File: config.mk
export PLATFORM = sky130hd
export DESIGN_NAME = pmbus_telemetry_limits
export DESIGN_NICKNAME = d
export VERILOG_FILES = /design/src/hdl/pmbus_telem_pkg.sv /design/src/hdl/addr_strap.sv /design/src/hdl/telem_sampler.sv /design/src/hdl/pmbus_telemetry_limits.sv
export VERILOG_INCLUDE_DIRS = /design/src /design/src/hdl
export SDC_FILE = /design/constraint.sdc
export NUM_CORES = 1
export LEC_CHECK = 0
export BUFFER_PORTS_ARGS = -buffer_cell sky130_fd_sc_hd__clkbuf_2
export CAP_MARGIN = 0
export CORE_AREA = 4 4 221 223
export CTS_BUF_LIST = sky130_fd_sc_hd__clkbuf_8
export DETAILED_ROUTE_END_ITERATION = 7
export DIE_AREA = 0 0 225 227
export PLACE_DENSITY_LB_ADDON = 0.05
export SYNTH_ARGS = -nofsm -noshare
export SYNTH_HDL_FRONTEND = slang
export SYNTH_SLANG_ARGS = --single-unit
File: constraint.sdc
create_clock -name clk_sys -period 11.6 [get_ports clk_sys]
set_input_delay 1.16 -clock clk_sys [delete_from_list [all_inputs] [get_ports clk_sys]]
set_output_delay 1.16 -clock clk_sys [all_outputs]
set_load 0.01 [all_outputs]
File: src/hdl/pmbus_telem_map.svh
// Command codes, reset values and timing figures of the PMBus telemetry and limits block.
`ifndef PMBUS_TELEM_MAP_SVH
`define PMBUS_TELEM_MAP_SVH

// ****************************************************************
// Command codes.
// ****************************************************************
`define CMD_OPERATION 8'h01
`define CMD_OT_FAULT 8'h4F
`define CMD_OT_WARN 8'h51
`define CMD_HI_OV_FAULT 8'h55
`define CMD_HI_OV_WARN 8'h57
`define CMD_HI_OC_FAULT 8'h5B
`define CMD_HI_OC_WARN 8'h5D
`define CMD_TON_DELAY 8'h60
`define CMD_READ_HI_V 8'h88
`define CMD_READ_HI_I 8'h89
`define CMD_READ_LO_V 8'h8B
`define CMD_READ_LO_I 8'h8C
`define CMD_READ_TEMP 8'h8D
`define CMD_READ_LO_RES 8'hD4
`define CMD_FAULT_DISABLE 8'hD7

// ****************************************************************
// Field positions and reset values.
// ****************************************************************
`define OP_ON_BIT 7
`define UV_DISABLE_BIT 0
`define LIMIT_DEFAULT 16'h0064
`define TON_DEFAULT 16'h0000
`define TON_MAX_MS 16'h0064
`define LO_V_DISABLED 16'hF448
`define TEMP_DISABLED 16'hFEEF
`define OVLO_MARGIN_PCT 18'h00003
`define PCT_FULL 18'h00064
`define ADDR_BAND_MSB 11
`define ADDR_BAND_LSB 8

// ****************************************************************
// Timing figures in their own units and derived cycle counts.
// ****************************************************************
`define CLK_MHZ 125
`define T_FAST_REFRESH_US 100
`define T_SLOW_REFRESH_MS 100
`define T_BIAS_ON_US 1500
`define CYC_FAST_REFRESH (`T_FAST_REFRESH_US * `CLK_MHZ)
`define CYC_SLOW_REFRESH (`T_SLOW_REFRESH_MS * 1000 * `CLK_MHZ)
`define CYC_BIAS_ON (`T_BIAS_ON_US * `CLK_MHZ)
`define CYC_PER_MS (1000 * `CLK_MHZ)

`endif

File: src/hdl/pmbus_telem_pkg.sv
// Types shared by the PMBus telemetry and limits block.
package pmbus_telem_pkg;

  // Command request as delivered by the SMBus framing layer.
  typedef struct packed {
    logic valid;
    logic write;
    logic [6:0] addr;
    logic [7:0] cmd;
    logic [15:0] data;
  } pm_req_t;

  // Answer to one request.
  typedef struct packed {
    logic valid;
    logic ack;
    logic [15:0] data;
  } pm_resp_t;

  // Telemetry refreshed at the fast rate.
  typedef struct packed {
    logic [15:0] hi_v;
    logic [15:0] hi_i;
    logic [15:0] lo_v;
    logic [15:0] lo_i;
  } telem_fast_t;

  // Telemetry refreshed at the slow rate.
  typedef struct packed {
    logic [15:0] lo_res;
    logic [15:0] temp;
  } telem_slow_t;

  // Variable parameters held for the protection logic.
  typedef struct packed {
    logic [15:0] ot_fault;
    logic [15:0] ot_warn;
    logic [15:0] ov_fault;
    logic [15:0] ov_warn;
    logic [15:0] oc_fault;
    logic [15:0] oc_warn;
    logic [15:0] ovlo;
    logic uv_disabled;
    logic [15:0] ton;
  } limits_t;

  // Power stage start sequence.
  typedef enum logic [1:0] {PS_OFF, PS_UV_WAIT, PS_TON, PS_ON} stage_t;

endpackage : pmbus_telem_pkg

File: src/hdl/addr_strap.sv
// Address strap capture: decodes the address-select level into a band index once.
`timescale 1ns/10ps
`default_nettype none
`include "pmbus_telem_map.svh"

module addr_strap (
  // Clock and reset.
  input wire logic clk_sys,
  input wire logic reset,
  // Strap level as a 12-bit code over 0 to 3.3 V, and the capture window.
  input wire logic [11:0] level,
  input wire logic capture,
  // Captured band index.
  output logic [3:0] index,
  output logic valid
);

  // All state of the strap in one record.
  typedef struct packed {
    logic done;
    logic [3:0] idx;
  } strap_t;

  strap_t s_r; // Registered state.
  strap_t s_nxt; // Next state.

  // The first capture wins; later pin changes are ignored until reset.
  always_comb begin
    s_nxt = s_r;
    if (capture && !s_r.done) begin
      s_nxt.done = 1'b1;
      s_nxt.idx = level[`ADDR_BAND_MSB:`ADDR_BAND_LSB]; // RL16 RL17 RL18
    end
  end

  // State register.
  always_ff @(posedge clk_sys) begin
    if (reset) begin
      s_r <= '0;
    end else begin
      s_r <= s_nxt;
    end
  end

  assign index = s_r.idx;
  assign valid = s_r.done;
endmodule : addr_strap
`default_nettype wire

File: src/hdl/telem_sampler.sv
// Periodic telemetry latch: holds a snapshot of live readings, refreshed every PERIOD cycles.
`timescale 1ns/10ps
`default_nettype none

module telem_sampler #(
  parameter int W = 64,
  parameter int PERIOD = 12500
) (
  // Clock and reset.
  input wire logic clk_sys,
  input wire logic reset,
  // Live readings and the order to forget held values.
  input wire logic [W-1:0] live,
  input wire logic forget,
  // Held readings.
  output logic [W-1:0] held
);

  // The counter is 24 bits wide, so longer periods cannot be served.
  if (PERIOD < 1 || PERIOD > 16777216) begin : g_bad_period
    $error("telem_sampler PERIOD out of range");
  end

  typedef struct packed {
    logic [23:0] cnt;
    logic [W-1:0] val;
  } samp_t;

  samp_t s_r; // Registered state.
  samp_t s_nxt; // Next state.
  logic tick; // Refresh instant.

  // Count the period; losing both supplies wipes the snapshot.
  always_comb begin
    s_nxt = s_r;
    tick = (s_r.cnt == 24'(PERIOD - 1));
    s_nxt.cnt = tick ? 24'h000000 : s_r.cnt + 24'h000001;
    if (forget) begin
      s_nxt.val = '0; // RL14
    end else if (tick) begin
      s_nxt.val = live; // RL1 RL2 RL3
    end
  end

  // State register.
  always_ff @(posedge clk_sys) begin
    if (reset) begin
      s_r <= '0;
    end else begin
      s_r <= s_nxt;
    end
  end

  assign held = s_r.val;
endmodule : telem_sampler
`default_nettype wire

File: src/hdl/pmbus_telemetry_limits.sv
// PMBus command handler: telemetry answers, protection limits, turn-on sequencing.
`timescale 1ns/10ps
`default_nettype none
`include "pmbus_telem_map.svh"

// Notes on behaviour
// RL1 - Voltage reads 88h/8Bh, 0.1 V, 100 us
// RL2 - Current reads 89h/8Ch, 0.01 A, 100 us
// RL3 - Resistance read D4h refreshed every 100 ms
// RL4 - Temperature 8Dh; disabled unit reads -273
// RL5 - Disabled unit reads low-side voltage -300 V
// RL6 - Current readings refused in reverse operation
// RL7 - All limits reset to 100 percent default
// RL8 - Parameter writes only disabled, below UVLO, biased
// RL9 - Host keeps unit disabled 3 ms after writes
// RL10 - Writing 55h sets lockout 3 percent lower
// RL11 - D7h only switches undervoltage to preset default
// RL12 - Turn-on delay follows undervoltage start-up delay
// RL13 - OPERATION and threshold writes need bias present
// RL14 - Telemetry lost when bias and input absent
// RL15 - Interface active 1.5 ms after power arrives
// RL16 - Address sampled once at start-up, then held
// RL17 - Sixteen address bands of 206.25 mV each
// RL18 - Lowest voltage band gives address index zero
// RL19 - SMBus conventions, no alert output provided
module pmbus_telemetry_limits
  import pmbus_telem_pkg::*;
#(
  parameter int FAST_CYC = `CYC_FAST_REFRESH,
  parameter int SLOW_CYC = `CYC_SLOW_REFRESH,
  parameter int BIAS_ON_CYC = `CYC_BIAS_ON,
  parameter int MS_CYC = `CYC_PER_MS,
  parameter logic [6:0] BUS_ADDR_BASE = 7'h40
) (
  // Clock and reset.
  input wire logic clk_sys,
  input wire logic reset,
  // Command requests and answers.
  input wire pm_req_t req,
  output pm_resp_t resp,
  // Live telemetry from the converters.
  input wire telem_fast_t fast_live,
  input wire telem_slow_t slow_live,
  // Supply and power stage status.
  input wire logic aux_bias_supply,
  input wire logic hi_present,
  input wire logic hi_below_uvlo,
  input wire logic reverse_flow,
  input wire logic uv_startup_done,
  // Address-select level, 12-bit code over 0 to 3.3 V.
  input wire logic [11:0] addr_level,
  // Status and settings for the protection logic.
  output logic [6:0] bus_addr,
  output logic iface_active,
  output logic stage_on,
  output limits_t limits,
  output logic nvm_commit
);

  // ****************************************************************
  // State record.
  // ****************************************************************

  typedef struct packed {
    logic [23:0] bias_cnt;
    logic active;
    logic op_on;
    stage_t stage;
    logic pwr_on;
    logic [23:0] ms_cnt;
    logic [15:0] ton_ms;
    limits_t lim;
    pm_resp_t resp;
    logic commit;
    logic [6:0] addr;
  } state_t;

  localparam limits_t LIM_INIT = '{
    ot_fault: `LIMIT_DEFAULT, ot_warn: `LIMIT_DEFAULT, ov_fault: `LIMIT_DEFAULT,
    ov_warn: `LIMIT_DEFAULT, oc_fault: `LIMIT_DEFAULT, oc_warn: `LIMIT_DEFAULT,
    ovlo: `LIMIT_DEFAULT, uv_disabled: 1'b0, ton: `TON_DEFAULT};

  state_t s_r; // Registered state.
  state_t s_nxt; // Next state.
  telem_fast_t fast_held; // Fast telemetry snapshot.
  telem_slow_t slow_held; // Slow telemetry snapshot.
  logic [3:0] strap_idx; // Captured address band.
  logic strap_valid; // Address band captured.
  logic take; // A request addressed to us is taken this cycle.
  logic may_write; // Variable parameters may change now.
  logic forget; // Both supplies gone.

  // The counters are 24 bits wide; a 1 ms count must fit as well.
  if (BIAS_ON_CYC < 1 || BIAS_ON_CYC > 16777216 || MS_CYC < 1 || MS_CYC > 16777216) begin : g_bad_count
    $error("pmbus_telemetry_limits count parameter out of range");
  end

  // ****************************************************************
  // Submodules.
  // ****************************************************************

  // Without bias the snapshots only live while the input is present.
  assign forget = !aux_bias_supply && !hi_present;

  telem_sampler #(.W(64), .PERIOD(FAST_CYC)) u_fast (
    .clk_sys(clk_sys),
    .reset(reset),
    .live(fast_live),
    .forget(forget),
    .held(fast_held)
  );

  telem_sampler #(.W(32), .PERIOD(SLOW_CYC)) u_slow (
    .clk_sys(clk_sys),
    .reset(reset),
    .live(slow_live),
    .forget(forget),
    .held(slow_held)
  );

  // The strap is taken when the interface first comes alive.
  addr_strap u_strap (
    .clk_sys(clk_sys),
    .reset(reset),
    .level(addr_level),
    .capture(s_r.active),
    .index(strap_idx),
    .valid(strap_valid)
  );

  // ****************************************************************
  // Helpers.
  // ****************************************************************

  // Lockout point three percent below the written overvoltage limit.
  function automatic logic [15:0] ovlo_of(input logic [15:0] d);
    logic [17:0] p;
    p = {2'b00, d} * `OVLO_MARGIN_PCT;
    p = p / `PCT_FULL;
    return d - p[15:0];
  endfunction : ovlo_of

  // Requests are honoured only once the interface is up and addressed.
  assign take = req.valid && s_r.active && strap_valid && (req.addr == s_r.addr);
  // Writes need a stopped stage, a low high side and bias present.
  assign may_write = !s_r.op_on && !s_r.pwr_on && hi_below_uvlo && aux_bias_supply; // RL8 RL13

  // ****************************************************************
  // Next-state logic.
  // ****************************************************************

  // Interface wake-up, command decode and stage sequencing.
  always_comb begin
    s_nxt = s_r;
    s_nxt.resp = '0;
    s_nxt.commit = 1'b0;
    s_nxt.addr = BUS_ADDR_BASE + {3'b000, strap_idx};
    // The interface wakes a fixed time after any supply arrives.
    if (!aux_bias_supply && !hi_present) begin
      s_nxt.bias_cnt = 24'h000000;
      s_nxt.active = 1'b0;
    end else if (!s_r.active) begin
      if (s_r.bias_cnt == 24'(BIAS_ON_CYC - 1)) begin
        s_nxt.active = 1'b1; // RL15
      end else begin
        s_nxt.bias_cnt = s_r.bias_cnt + 24'h000001;
      end
    end
    // Every taken request is answered on the next cycle; there is no alert line.
    if (take) begin
      s_nxt.resp.valid = 1'b1; // RL19
      s_nxt.resp.ack = 1'b1;
      if (!req.write) begin
        case (req.cmd)
          `CMD_READ_HI_V: s_nxt.resp.data = fast_held.hi_v; // RL1
          `CMD_READ_LO_V: s_nxt.resp.data = s_r.pwr_on ? fast_held.lo_v : `LO_V_DISABLED; // RL1 RL5
          `CMD_READ_HI_I: begin
            s_nxt.resp.ack = !reverse_flow; // RL6
            s_nxt.resp.data = reverse_flow ? 16'h0000 : fast_held.hi_i; // RL2
          end
          `CMD_READ_LO_I: begin
            s_nxt.resp.ack = !reverse_flow; // RL6
            s_nxt.resp.data = reverse_flow ? 16'h0000 : fast_held.lo_i; // RL2
          end
          `CMD_READ_TEMP: s_nxt.resp.data = s_r.pwr_on ? slow_held.temp : `TEMP_DISABLED; // RL4
          `CMD_READ_LO_RES: s_nxt.resp.data = slow_held.lo_res; // RL3
          `CMD_OT_FAULT: s_nxt.resp.data = s_r.lim.ot_fault;
          `CMD_OT_WARN: s_nxt.resp.data = s_r.lim.ot_warn;
          `CMD_HI_OV_FAULT: s_nxt.resp.data = s_r.lim.ov_fault;
          `CMD_HI_OV_WARN: s_nxt.resp.data = s_r.lim.ov_warn;
          `CMD_HI_OC_FAULT: s_nxt.resp.data = s_r.lim.oc_fault;
          `CMD_HI_OC_WARN: s_nxt.resp.data = s_r.lim.oc_warn;
          `CMD_TON_DELAY: s_nxt.resp.data = s_r.lim.ton;
          `CMD_FAULT_DISABLE: s_nxt.resp.data = {15'h0000, s_r.lim.uv_disabled};
          `CMD_OPERATION: s_nxt.resp.data = {8'h00, s_r.op_on, 7'h00};
          default: s_nxt.resp.ack = 1'b0;
        endcase
      end else begin
        case (req.cmd)
          `CMD_OPERATION: begin
            // Start and stop need bias present.
            s_nxt.resp.ack = aux_bias_supply; // RL13
            if (aux_bias_supply) begin
              s_nxt.op_on = req.data[`OP_ON_BIT]; // RL13
            end
          end
          `CMD_OT_FAULT, `CMD_OT_WARN, `CMD_HI_OV_FAULT, `CMD_HI_OV_WARN,
          `CMD_HI_OC_FAULT, `CMD_HI_OC_WARN: begin
            s_nxt.resp.ack = may_write; // RL8
            s_nxt.commit = may_write;
            if (may_write) begin
              case (req.cmd)
                `CMD_OT_FAULT: s_nxt.lim.ot_fault = req.data;
                `CMD_OT_WARN: s_nxt.lim.ot_warn = req.data;
                `CMD_HI_OV_FAULT: begin
                  s_nxt.lim.ov_fault = req.data;
                  s_nxt.lim.ovlo = ovlo_of(req.data); // RL10
                end
                `CMD_HI_OV_WARN: s_nxt.lim.ov_warn = req.data;
                `CMD_HI_OC_FAULT: s_nxt.lim.oc_fault = req.data;
                default: s_nxt.lim.oc_warn = req.data;
              endcase
            end
          end
          `CMD_TON_DELAY: begin
            // Delays past the top of the range are refused, not clipped.
            s_nxt.resp.ack = may_write && (req.data <= `TON_MAX_MS);
            s_nxt.commit = s_nxt.resp.ack;
            if (s_nxt.resp.ack) begin
              s_nxt.lim.ton = req.data; // RL12
            end
          end
          `CMD_FAULT_DISABLE: begin
            // Only one bit matters: the threshold falls back to its preset.
            s_nxt.resp.ack = may_write;
            s_nxt.commit = may_write;
            if (may_write) begin
              s_nxt.lim.uv_disabled = req.data[`UV_DISABLE_BIT]; // RL11
            end
          end
          default: s_nxt.resp.ack = 1'b0;
        endcase
      end
    end
    // Stage sequencing: the turn-on delay runs after the start-up delay.
    case (s_r.stage)
      PS_OFF: begin
        if (s_r.op_on) begin
          s_nxt.stage = PS_UV_WAIT;
        end
      end
      PS_UV_WAIT: begin
        s_nxt.ms_cnt = 24'h000000;
        s_nxt.ton_ms = 16'h0000;
        if (uv_startup_done) begin
          s_nxt.stage = PS_TON; // RL12
        end
      end
      PS_TON: begin
        if (s_r.ton_ms == s_r.lim.ton) begin
          s_nxt.stage = PS_ON; // RL12
        end else if (s_r.ms_cnt == 24'(MS_CYC - 1)) begin
          s_nxt.ms_cnt = 24'h000000;
          s_nxt.ton_ms = s_r.ton_ms + 16'h0001;
        end else begin
          s_nxt.ms_cnt = s_r.ms_cnt + 24'h000001;
        end
      end
      PS_ON: begin
        if (!uv_startup_done) begin
          s_nxt.stage = PS_UV_WAIT;
        end
      end
      default: s_nxt.stage = PS_OFF;
    endcase
    // A stop order or the loss of both supplies drops the stage at once.
    if (!s_r.op_on || !s_r.active) begin
      s_nxt.stage = PS_OFF;
    end
    s_nxt.pwr_on = (s_nxt.stage == PS_ON);
  end

  // ****************************************************************
  // State register and outputs.
  // ****************************************************************

  // Limits reset to their factory defaults.
  always_ff @(posedge clk_sys) begin
    if (reset) begin
      s_r <= '0;
      s_r.lim <= LIM_INIT; // RL7
    end else begin
      s_r <= s_nxt;
    end
  end

  assign resp = s_r.resp;
  assign bus_addr = s_r.addr;
  assign iface_active = s_r.active;
  assign stage_on = s_r.pwr_on;
  assign limits = s_r.lim;
  assign nvm_commit = s_r.commit;
endmodule : pmbus_telemetry_limits
`default_nettype wire

==> impl_results.md <==
- Number of antenna-violating nets in the routed design: 0
- Cell count after synthesis: 2,619
- CTS tree: yes
- Worst setup path class: input port to flop
- Die span in y: 227 um
- Critical Path RT: 12.15 ns
- HPWL after detailed placement: 56,200 um
- Worst EP arrival: 11.59 ns
- Number of buffers created by CTS: 67
- Die X-Extent: 225 um
- Post-placement cell count: 3,518
- Leading cell type in the layout, fill and taps excluded: sky130_fd_sc_hd__nand2_1
- Drt initial violations: 1,726
- Proportion of register bits with asynchronous set or reset after synthesis: 0
- Wire length of the first global-routing pass: 113,000 um
- Mean Syn Cell Area: 8.00 sq um
- Final Instance Count excl. Fillers: 3,655
- DR vias: 20,600
- Total Die Area: 51,100 sq um
- Count of input and output buffers: 294
- Routability Congestion: 0.884
- Number of global-route vias before repair: 19,400
- Synthesis-to-finish area growth: 22.3%
- Pin count of the biggest net entering global routing: 91
- Clk_skew: 0.0373 ns
- Max stage delay cell, worst path: sky130_fd_sc_hd__a311o_1
- Min cycle time layout: 11.04 ns
- Starting density of the core: 0.450
- Number of clock sinks: 371
- Number of antenna violations at the first check in global routing: 4
- Most used cells in the layout excluding fill and tap cells: 437 x sky130_fd_sc_hd__nand2_1, 371 x sky130_fd_sc_hd__dfxtp_1, 294 x sky130_fd_sc_hd__buf_4
- Worst max-slew margin expressed relative to the limit: 0.189
- Number of pins exceeding their max-slew limit in the final report: 0
- Vias per inst: 5.64
- Clock power frac: 0.159
- Number of warning messages in the yosys log: 0
- Maximum clock path buffer count: 3
- Router iterations before antenna repair: 8
- Upper clock frequency limit: 90.6 MHz
- Internal Pwr Total: 0.00478 W
- Worst path most repeated cell: sky130_fd_sc_hd__buf_4
- Number of storage elements in the synthesis netlist: 371
- IR Drop Worst-Case VDD: 0.471 mV
- Total routing resource utilization after global routing: 0.282
- Number of nets in the finished design: 3,188
- Proportion of power drawn by combinational gates: 0.683
- Transition time at the pin with the least slew margin: 1.21 ns
- Run status: complete, no violations
- Kind of path behind the tightest hold check: flop to flop
- Fin util: 0.550
- Post-synthesis sequential area ratio: 0.355
- Setup violation total in the final timing report: 0
- Fraction of power consumed by sequential logic: 0.158
- Total congestion overflow after global routing: 0
- DRC violation count after routing: 0
- Number of synthesized flops with an enable pin: 0
- Most instantiated flip-flop cell in the synthesis netlist: sky130_fd_sc_hd__dfxtp_1
- Critical Path Fanout Max: 8
- Number of levels the H-tree was split into: 3
- Post-detailed-routing wire length: 75,300 um
- Placeable core region: 46,600 sq um
- Share of total power consumed by net switching: 0.410
- Minimum setup slack among reg-to-reg paths: 8.23 ns
- Worst Setup End Kind: flop
- Period utilisation layout: 0.952
- Wire length per cell: 20.6 um
- I/O pin count: 305
- Number of hold-repair buffers added at the cts stage: 0
- Share of layout cells above drive strength 1: 0.272
- Root buffer cell: sky130_fd_sc_hd__clkbuf_8
- Slowest cell delay on critical path: 0.41 ns
- Clk_lat worst skew: 0.66 ns
- Number of maximum-capacitance violations: 0
- Leak pwr: 10.1 nW
- Number of distinct library cells after synthesis: 116
- Clk pin slew, worst setup/hold paths: 0.06 ns
- Total count of hold-check failures in the final report: 0
- Number of rows created at floorplan: 79
- Ratio of total power to cell area: 316 nW/um^2
- Reported net switching power: 0.00332 W
- Setup Slack @ Placement: -0.463 ns
- Syn Std Cell Area: 20,900 sq um
- Final setup slack of the worst path: 0.561 ns
- Kind of start point of the critical path: input port
[critical path, delay by kind of cell]
family / cells / cell delay, ns
AO/OA/AOI/OAI: 26 / 5.84
AND/OR/NAND/NOR: 16 / 2.38
buffers and inverters: 7 / 0.99
multiplexers: 2 / 0.61
adder cells (fa/ha/maj): 2 / 0.46
XOR/XNOR: 1 / 0.13
[final timing paths]
kind / from / end / depth (start not counted)
worst min-delay path: u_slow.held[3] / u_slow.held[3] / 2
worst min register to register: u_slow.held[3] / u_slow.held[3] / 2
worst max-delay path: req[1] / limits[30] / 54
worst max register to register: s_r[171] / s_r[168] / 12
[synthesized netlist by cell type (all sizes together), types with 27 or more instances]
library cell	count	area share
nand3	87	0.021
ha	46	0.027
clkbuf	123	0.022
o21ai	88	0.021
a31oi	27	0.0084
mux2i	92	0.044
nor2	254	0.046
inv	37	0.0066
xnor2	62	0.026
a21oi	215	0.052
xor2	67	0.028
nand2	439	0.079
nand4	31	0.0093
nor3	45	0.012
a222oi	30	0.014
and3	34	0.010
nand2b	32	0.0096
dfxtp	371	0.35
buf	165	0.058
[cells by family (layout without fill, tap and decap cells)]
group,count (synthesis),after routing,share of synthesized area
xor+xnor,130,130,0.0554
mux,100,100,0.0488
compound gates,574,574,0.190
buf+inv,326,749,0.0866
flops,371,371,0.355
other cells,1,7,0.000179
fa+ha+maj,48,48,0.0289
simple gates,1069,1069,0.236
[routing by layer]
metal	vias up	GRT usage	wire, um
li1	9890	-	-
met1	9740	0.377	32800
met2	827	0.439	33400
met3	145	0.0707	6220
met4	2	0.115	2900
met5	-	0	9
[what timing repair did]
item / CTS / global route
resized for setup: 0 / 82
endpoints found under the hold margin: 0 / 0
setup buffers: 0 / 12
setup endpoints to repair: 0 / 8
[state kept, by name, summed over array words and instances (netlist names), 4 cells and up]
name	count
u_fast.s_r	24
u_slow.s_r	24
u_fast.held	64
u_slow.held	32
bus_addr	5
u_strap.index	4
resp	18
limits	129
s_r	67
[power groups by stage]
stage | Sequential, W | Clock, W | Combinational (W)
after global routing | 0.00128 | 0.00137 | 0.00606
after global placement | 0.00131 | 0 | 0.00504
after CTS | 0.00128 | 0.00131 | 0.00512
final | 0.00128 | 0.00129 | 0.00553
after detailed placement | 0.00131 | 0 | 0.00508
after floorplan | 0.00131 | 0 | 0.00303
[metrics by stage]
stage	cell area [sq um]	power (W)	hold WS [ns]	setup TNS, ns
3_5_place_dp	23700	0.00639	0.444	-1.68
4_1_cts	25100	0.00771	0.453	0
2_1_floorplan	20900	0.00434	0.426	0
5_1_grt	25600	0.00871	0.471	-0.337
3_3_place_gp	23700	0.00634	0.438	-0.831
6_report	25600	0.00810	0.450	0
[area by class of cell]
| class | count | area (sq um) |
|---|---|---|
| fillers | 4513 | 21000 |
| multi-input cells | 1923 | 12100 |
| flip-flops and latches | 371 | 7430 |
| repair buffers | 592 | 3720 |
| clock buffers | 84 | 1160 |
| well taps | 607 | 759 |
| clock inverters | 35 | 238 |
| inverters | 38 | 143 |
| diodes | 5 | 12.5 |
Note: power is estimated with default switching activity, not from simulation.
